<file path="src/core/status_regs_pkg.sv">
/*
 * Package for the reader status and count register bank: offsets, field
 * positions, reset values and the event bundles carried between the
 * framing logic and the bank.
 * Assumes an 8-bit register port with a 6-bit address, one clock.
 */
package status_regs_pkg;
    localparam logic [5:0] OFS_ERR_WAKE_FLAGS = 6'h19;
    localparam logic [5:0] OFS_MAIN_IRQ       = 6'h17;
    localparam logic [5:0] OFS_FIFO_FILL      = 6'h1a;
    localparam logic [5:0] OFS_FIFO_STATUS2   = 6'h1b;
    localparam logic [5:0] OFS_COLLISION      = 6'h1c;
    localparam logic [5:0] OFS_TX_COUNT_HIGH  = 6'h1d;
    localparam logic [5:0] OFS_TX_COUNT_LOW   = 6'h1e;

    localparam int BIT_CRC    = 7;
    localparam int BIT_PAR    = 6;
    localparam int BIT_SOFT   = 5;
    localparam int BIT_HARD   = 4;
    localparam int BIT_WT     = 3;
    localparam int BIT_WAM    = 2;
    localparam int BIT_WPH    = 1;
    localparam int BIT_WCAP   = 0;

    localparam int BIT_UNF    = 6;
    localparam int BIT_OVR    = 5;
    localparam int BIT_NCP    = 4;
    localparam int BIT_LB_LO  = 1;
    localparam int BIT_NP     = 0;

    localparam int BIT_CBYTE_LO = 4;
    localparam int BIT_CBIT_LO  = 1;
    localparam int BIT_CPB      = 0;

    localparam logic [6:0] FIFO_DEPTH  = 7'h60;
    localparam logic [7:0] RESET_VALUE = 8'h00;

    typedef struct packed {
        logic crc_err;
        logic parity_err;
        logic soft_framing;
        logic hard_framing;
        logic wakeup_timeout;
        logic amplitude_delta;
        logic phase_delta;
        logic capacitance_delta;
    } err_event_type;

    typedef struct packed {
        logic       byte_push;
        logic       byte_pop;
        logic       clear;
        logic       last_incomplete;
        logic [2:0] last_bits;
        logic       last_parity_missing;
        logic       last_strobe;
    } fifo_event_type;

    typedef struct packed {
        logic       strobe;
        logic [3:0] full_bytes;
        logic [2:0] bits;
        logic       on_parity;
    } collision_type;
endpackage

</file>
<file path="src/core/reader_irq_fifo_status_regs.sv">
/*
 * Error/wake-up flags, FIFO fill count and status, collision position
 * report and transmit byte count registers of the reader.
 * Assumes the serial register port presents one-cycle read and write
 * strobes with address and data on clk_i, and that the framing, timer and
 * measurement logic deliver one-cycle event pulses on the same clock.
 */
`timescale 1ns/1ps
`default_nettype none

module reader_irq_fifo_status_regs (
    input  wire logic                           clk_i,
    input  wire logic                           reset_n_i,
    input  wire logic                           set_default_i,
    input  wire logic                           reg_rd_i,
    input  wire logic                           reg_wr_i,
    input  wire logic [5:0]                     reg_addr_i,
    input  wire logic [7:0]                     reg_wdata_i,
    input  wire status_regs_pkg::err_event_type  err_event_i,
    input  wire logic                           wakeup_every_timeout_i,
    input  wire status_regs_pkg::fifo_event_type fifo_event_i,
    input  wire status_regs_pkg::collision_type  collision_i,
    input  wire logic                           anticollision_active_i,
    output logic [7:0]                          reg_rdata_o,
    output logic                                err_summary_o,
    output logic [6:0]                          fifo_fill_o,
    output logic                                fifo_full_o,
    output logic [12:0]                         tx_byte_count_o,
    output logic [2:0]                          tx_split_bits_o
);
    import status_regs_pkg::*;

    logic [7:0]  err_flags_reg,  err_flags_next;
    logic        err_summary_reg, err_summary_next;
    logic [6:0]  fill_reg,       fill_next;
    logic        unf_reg,        unf_next;
    logic        ovr_reg,        ovr_next;
    logic        full_reg,       full_next;
    logic        ncp_reg,        ncp_next;
    logic [2:0]  last_byte_bit_count_reg, last_byte_bit_count_next;
    logic        last_byte_parity_missing_reg, last_byte_parity_missing_next;
    logic [7:0]  coll_reg,       coll_next;
    logic        coll_seen_reg,  coll_seen_next;
    logic [7:0]  tx_high_reg,    tx_high_next;
    logic [7:0]  tx_low_reg,     tx_low_next;
    logic [7:0]  rdata_reg,      rdata_next;

    // Read side effects fire in the cycle the strobe is taken
    function automatic logic rd_hit(input logic [5:0] ofs);
        rd_hit = reg_rd_i && (reg_addr_i == ofs);
    endfunction

    function automatic logic wr_hit(input logic [5:0] ofs);
        wr_hit = reg_wr_i && (reg_addr_i == ofs);
    endfunction

    logic [7:0] err_set;
    logic       push_ok;
    logic       pop_ok;
    logic [7:0] fifo_status2_byte;

    always_comb begin
        err_set                    = '0;
        err_set[BIT_CRC]           = err_event_i.crc_err;
        err_set[BIT_PAR]           = err_event_i.parity_err;
        err_set[BIT_SOFT]          = err_event_i.soft_framing;
        // A last byte without parity counts as hard framing too
        err_set[BIT_HARD]          = err_event_i.hard_framing
                                     || (fifo_event_i.last_strobe
                                         && fifo_event_i.last_parity_missing);
        err_set[BIT_WT]            = err_event_i.wakeup_timeout
                                     && wakeup_every_timeout_i;
        err_set[BIT_WAM]           = err_event_i.amplitude_delta;
        err_set[BIT_WPH]           = err_event_i.phase_delta;
        err_set[BIT_WCAP]          = err_event_i.capacitance_delta;
    end

    // Error flags: a new event in a main-interrupt read cycle survives that clear, but not a set-default
    always_comb begin
        err_flags_next   = err_flags_reg;
        err_summary_next = err_summary_reg;
        if (set_default_i) begin
            err_flags_next   = RESET_VALUE;
            err_summary_next = 1'b0;
        end else begin
            if (rd_hit(OFS_MAIN_IRQ)) begin
                err_flags_next = RESET_VALUE;
            end
            // Summary drops only when the detail flags are read or on set-default
            if (rd_hit(OFS_ERR_WAKE_FLAGS)) begin
                err_summary_next = 1'b0;
            end
            err_flags_next = err_flags_next | err_set;
            if (|err_set) begin
                err_summary_next = 1'b1;
            end
        end
    end

    always_ff @(posedge clk_i or negedge reset_n_i) begin
        if (!reset_n_i) begin
            err_flags_reg   <= 8'h00;
            err_summary_reg <= 1'b0;
        end else begin
            err_flags_reg   <= err_flags_next;
            err_summary_reg <= err_summary_next;
        end
    end

    // FIFO fill count and status
    always_comb begin
        pop_ok     = fifo_event_i.byte_pop && (fill_reg != 7'h00);
        // A pop in the same cycle frees a slot, so a push at full is still taken
        push_ok    = fifo_event_i.byte_push && ((fill_reg != FIFO_DEPTH) || pop_ok);
        fill_next  = fill_reg;
        unf_next   = unf_reg;
        ovr_next   = ovr_reg;
        ncp_next   = ncp_reg;
        last_byte_bit_count_next      = last_byte_bit_count_reg;
        last_byte_parity_missing_next = last_byte_parity_missing_reg;
        // Set-default and a FIFO clear both empty the count and drop the status
        if (set_default_i || fifo_event_i.clear) begin
            fill_next = 7'h00;
            unf_next  = 1'b0;
            ovr_next  = 1'b0;
            ncp_next  = 1'b0;
            last_byte_bit_count_next      = 3'h0;
            last_byte_parity_missing_next = 1'b0;
        end else begin
            if (push_ok && !pop_ok) begin
                fill_next = fill_reg + 7'h01;
            end else if (pop_ok && !push_ok) begin
                fill_next = fill_reg - 7'h01;
            end
            if (rd_hit(OFS_FIFO_STATUS2)) begin
                ncp_next = 1'b0;
                last_byte_bit_count_next      = 3'h0;
                last_byte_parity_missing_next = 1'b0;
            end
            if (fifo_event_i.last_strobe) begin
                ncp_next = fifo_event_i.last_incomplete;
                last_byte_bit_count_next      = fifo_event_i.last_incomplete
                                                ? fifo_event_i.last_bits : 3'h0;
                last_byte_parity_missing_next = fifo_event_i.last_parity_missing;
            end
            // The parity flag survives emptying; a status read clears it and a new last byte reloads it
            if (fill_next == 7'h00) begin
                ncp_next = 1'b0;
                last_byte_bit_count_next = 3'h0;
            end
        end
        // Underflow and overflow still latch when a FIFO clear lands in the same cycle
        if (!set_default_i) begin
            if (fifo_event_i.byte_pop && !pop_ok) begin
                unf_next = 1'b1;
            end
            if (fifo_event_i.byte_push && !push_ok) begin
                ovr_next = 1'b1;
            end
        end
        // Full is kept in a flop so the output needs no decode after the register
        full_next = (fill_next == FIFO_DEPTH);
    end

    always_ff @(posedge clk_i or negedge reset_n_i) begin
        if (!reset_n_i) begin
            fill_reg <= 7'h00;
            unf_reg  <= 1'b0;
            ovr_reg  <= 1'b0;
            ncp_reg  <= 1'b0;
            last_byte_bit_count_reg      <= 3'h0;
            last_byte_parity_missing_reg <= 1'b0;
            full_reg <= 1'b0;
        end else begin
            fill_reg <= fill_next;
            full_reg <= full_next;
            unf_reg  <= unf_next;
            ovr_reg  <= ovr_next;
            ncp_reg  <= ncp_next;
            last_byte_bit_count_reg      <= last_byte_bit_count_next;
            last_byte_parity_missing_reg <= last_byte_parity_missing_next;
        end
    end

    // Collision position: first collision of a frame wins
    always_comb begin
        coll_next      = coll_reg;
        coll_seen_next = coll_seen_reg;
        if (set_default_i) begin
            coll_next      = RESET_VALUE;
            coll_seen_next = 1'b0;
        // Outside anticollision the first-collision latch re-arms
        end else if (!anticollision_active_i) begin
            coll_seen_next = 1'b0;
        end else if (collision_i.strobe && !coll_seen_reg) begin
            coll_next[7:BIT_CBYTE_LO]          = collision_i.full_bytes;
            coll_next[3:BIT_CBIT_LO]           = collision_i.bits;
            coll_next[BIT_CPB]                 = collision_i.on_parity;
            coll_seen_next                     = 1'b1;
        end
    end

    always_ff @(posedge clk_i or negedge reset_n_i) begin
        if (!reset_n_i) begin
            coll_reg      <= 8'h00;
            coll_seen_reg <= 1'b0;
        end else begin
            coll_reg      <= coll_next;
            coll_seen_reg <= coll_seen_next;
        end
    end

    // Transmit byte count, writable by the host
    always_comb begin
        tx_high_next = tx_high_reg;
        tx_low_next  = tx_low_reg;
        if (set_default_i) begin
            tx_high_next = RESET_VALUE;
            tx_low_next  = RESET_VALUE;
        end else begin
            if (wr_hit(OFS_TX_COUNT_HIGH)) begin
                tx_high_next = reg_wdata_i;
            end
            if (wr_hit(OFS_TX_COUNT_LOW)) begin
                tx_low_next = reg_wdata_i;
            end
        end
    end

    always_ff @(posedge clk_i or negedge reset_n_i) begin
        if (!reset_n_i) begin
            tx_high_reg <= 8'h00;
            tx_low_reg  <= 8'h00;
        end else begin
            tx_high_reg <= tx_high_next;
            tx_low_reg  <= tx_low_next;
        end
    end

    // Read data, registered: valid the cycle after the read strobe
    always_comb begin
        fifo_status2_byte            = '0;
        fifo_status2_byte[BIT_UNF]   = unf_reg;
        fifo_status2_byte[BIT_OVR]   = ovr_reg;
        fifo_status2_byte[BIT_NCP]   = ncp_reg;
        fifo_status2_byte[3:BIT_LB_LO] = last_byte_bit_count_reg;
        fifo_status2_byte[BIT_NP]    = last_byte_parity_missing_reg;
        rdata_next = rdata_reg;
        if (reg_rd_i) begin
            // The main interrupt register is only watched here and reads as zero
            case (reg_addr_i)
                OFS_ERR_WAKE_FLAGS: rdata_next = err_flags_reg;
                OFS_FIFO_FILL:      rdata_next = {1'b0, fill_reg};
                OFS_FIFO_STATUS2:   rdata_next = fifo_status2_byte;
                OFS_COLLISION:      rdata_next = coll_reg;
                OFS_TX_COUNT_HIGH:  rdata_next = tx_high_reg;
                OFS_TX_COUNT_LOW:   rdata_next = tx_low_reg;
                default:            rdata_next = 8'h00;
            endcase
        end
    end

    always_ff @(posedge clk_i or negedge reset_n_i) begin
        if (!reset_n_i) begin
            rdata_reg <= 8'h00;
        end else begin
            rdata_reg <= rdata_next;
        end
    end

    assign reg_rdata_o     = rdata_reg;
    assign err_summary_o   = err_summary_reg;
    assign fifo_fill_o     = fill_reg;
    assign fifo_full_o     = full_reg;
    assign tx_byte_count_o = {tx_high_reg, tx_low_reg[7:3]};
    assign tx_split_bits_o = tx_low_reg[2:0];
endmodule

`default_nettype wire

</file>
<file path="config.mk">
export PLATFORM = sky130hd
export DESIGN_NAME = reader_irq_fifo_status_regs
export DESIGN_NICKNAME = d
export VERILOG_FILES = /design/src/core/status_regs_pkg.sv /design/src/core/reader_irq_fifo_status_regs.sv
export SDC_FILE = /design/constraint.sdc
export NUM_CORES = 1
export LEC_CHECK = 0
export BUFFER_PORTS_ARGS = -buffer_cell sky130_fd_sc_hd__buf_2
export CORE_UTILIZATION = 45
export DETAILED_ROUTE_END_ITERATION = 8
export PLACE_DENSITY = 0.7
export SLEW_MARGIN = 5
export SYNTH_ARGS = -nofsm -noshare
export SYNTH_HDL_FRONTEND = slang
export SYNTH_SLANG_ARGS = --single-unit
</file>
<file path="constraint.sdc">
create_clock -name clk_i -period 5.6 [get_ports clk_i]
set_clock_uncertainty 0.1 [all_clocks]
set_input_delay 1.12 -clock clk_i [delete_from_list [all_inputs] [get_ports clk_i]]
set_output_delay 1.12 -clock clk_i [all_outputs]
set_load 0.03 [all_outputs]
</file>
==> summary.md <==
| Metric | Value |
|---|---|
| Status | complete, no violations |
| Max-Cap Viols | 0 |
| Ys flop type | dfrtp_1 |
| Synth top area share | 48.3% |
| Total wire length | between 7 and 8 mm |
| CTS max path bufs | 2 |
| TritonCTS Buffers | 9 |
| CTS Hold Buffers Added | 0 |
| Type of the most critical hold path | register to register |
| Ranking of synthesized cells by area | dfrtp_1, mux2i_1, nor2_1 |
| Wire per inst | between 15 and 20 microns |
| Startpoint types | primary input |
| Area of the mapped netlist | a little under 0.003 sq mm |
| Least-Margin Pin Slew | around 1.1 ns |
| Setup TNS | 0 ns |
| Ant diodes | 0 |
| Core area | between 0.006 and 0.007 sq mm |
| RSZ-0062 raised after global routing | false |
| Register bit total from synthesis | 57 |
| Setup bufs post-CTS | 0 |
| Post-DP HPWL | between 5 and 6 mm |
| Reg clk slew, reported paths | about 0.060 ns |
| Mapped Cells | between 200 and 300 |
| Final period util | 57.5% |
| Post-layout instance area | 0.00358 sq mm |
| Layout area overhead | 21.2% |
| CP max FO | 9 |
| Non-Filler Instances | between 400 and 500 |
| Final GP Congestion | 0.863 |
| Register area share after synthesis | between 40% and 50% |
| Max-slew headroom | 23.3% |
| Worst ir drop on vdd | around 0.00022 V |
| All-layer global routing usage | 23.4% |
| Syn Area/Cell | just over 10 sq um |
| DRC viols | 0 |
| Yosys top cell by area | dfrtp_1 |
| Worst Reg-to-Reg Cells | 7 |
| CTS H-tree lvls | 3 |
| Post-Syn Nets | roughly 340 |
| Detailed-route via count | about 2.6k |
| Largest net degree at the start of global routing | between 50 and 60 |
| Final Util | 56.3% |
| Yosys warns | 0 |
| Worst EP arrival | around 3.3 ns |
| Fmax | just over 300 MHz |
| P_leak | ~1.8 nW |
| Post-DP Area | around 0.0034 sq mm |
| Dpl cells | 426 |
| Rows | 29 |
| Die footprint | roughly 0.007 sq mm |
| EDFF count, synth | 0 |
| Final-stage net count | 409 |
| Total iterations of the first detailed-routing run | 6 |
| Vias per cell | about 5.9 |
| Distinct cell type count after synthesis | 55 |
| Io pins | 80 |
| Crit. End Element | register |
| Post_cts resized | 0 |
| Post-DRT Antenna Nets | 0 |
| Share of post-route cells with drive strength above 1 | between 20% and 30% |
| Port Buffers | a little under 80 |
| Clock root buffer master | clkbuf_8 |
| CTS tree | done |
| Vias in the first global route | 2506 |
| Final setup vio count | 0 |
| PD cells | approximately 270 mW/mm^2 |
| Clk sinks | 57 |
| Worst Hold Depth | 2 |
| Initial DRC count | about 230 |
| Async set-reset flop share out of synthesis | 100% |
| Antenna violations before repair | 0 |
| Die Ht | between 80 and 90 microns |
| Final min period | 3.22 ns |
| Initial Utilization | approximately 46% |
| Crit Path Category | primary input to register |
| Slew Viols, Final | 0 |
| Skew-Pair Late Insertion Delay | 0.32 ns |
| Total gr overflow | 0 |
| WP data required | between 5 and 6 ns |
| Most common cell after layout, fill and taps aside | buf_2 |
| Final hold violations | 0 |
| Die W | 83.0 microns |
| Most frequent cells in the layout | buf_2, dfrtp_1, nor2_1, mux2i_1 |
| First-pass GRT wire length | 12.8 mm |
-- area by class of cell --
cell class,count,area [sq um]
multi-input cells,206,1420
fillers,572,2770
well taps,77,96.3
clock buffers,12,145
flip-flops and latches,57,1430
clock inverters,3,65.1
repair buffers,80,403
inverters,6,22.5
-- synthesized netlist by cell type (all sizes together) (2+ instances only) --
master / count
dfrtp: 57
nor2: 55
mux2i: 26
clkbuf: 14
a21oi: 12
a31oi: 12
a22oi: 11
nand2: 10
mux2: 9
a222oi: 8
buf: 6
inv: 6
a211oi: 5
and3: 5
nand3b: 4
or4: 4
nor3: 3
nor4b: 3
o21ai: 3
a2111oi: 2
a211o: 2
a32oi: 2
ha: 2
nand4: 2
o211ai: 2
o21a: 2
xnor2: 2
-- power breakdown --
group          leakage [nW]  switching [mW]  total (mW)  internal (mW)
clock                 0.106           0.160       0.420          0.260
combinational         0.912          0.0698       0.112         0.0423
sequential            0.765          0.0133       0.440          0.426
-- worst paths after layout --
kind,from,endpoint,slack (ns)
setup / recovery,reg_addr_i[5],tx_low_reg[2],2.38
setup reg to reg,fifo_fill_o[0],fifo_full_o,2.79
hold reg to reg,reg_rdata_o[7],reg_rdata_o[7],0.42
min in group asynchronous,reset_n_i,fifo_fill_o[1],0.84
max in group asynchronous,reset_n_i,ncp_reg,4.08
hold / removal,reg_rdata_o[7],reg_rdata_o[7],0.42
-- routing by layer --
layer | share of wire, % | track usage (%) | vias to the layer above
met5 | 0 | 0 | -
met4 | 1.2 | 9.09 | 0
met1 | 47 | 33.1 | 1267
li1 | - | - | 1223
met2 | 47 | 36.2 | 105
met3 | 5.2 | 3.68 | 11
-- worst max-delay path: stages --
cell and delay (ns):
buf_2 0.10, nand3b_1 0.22, nor3_1 0.94, nand2_1 0.56
mux2i_1 0.30, nor2_1 0.06
-- kinds of logic (layout without fill, tap and decap cells) --
kind of cell / Yosys count / after routing / share of synthesized area (%)
AOI/OAI and AO/OA: 71 / 71 / 18.1
buffers and inverters: 26 / 101 / 3.81
xor gates and xnor gates: 3 / 3 / 0.890
muxes: 35 / 35 / 12.3
DFF: 57 / 57 / 48.3
adders and majority gates: 2 / 2 / 0.848
and+or+nand+nor: 95 / 95 / 15.8
-- per-stage QoR --
step           setup slack (ns)  total power [mW]  hold WS, ns
2_1_floorplan              2.80             0.510        0.367
3_3_place_gp               2.19             0.557        0.395
3_5_place_dp               2.07             0.558        0.409
4_1_cts                    2.41             0.977        0.423
5_1_grt                    2.23              1.00        0.435
6_report                   2.38             0.971        0.415
Power figures use the tool's default switching activity.
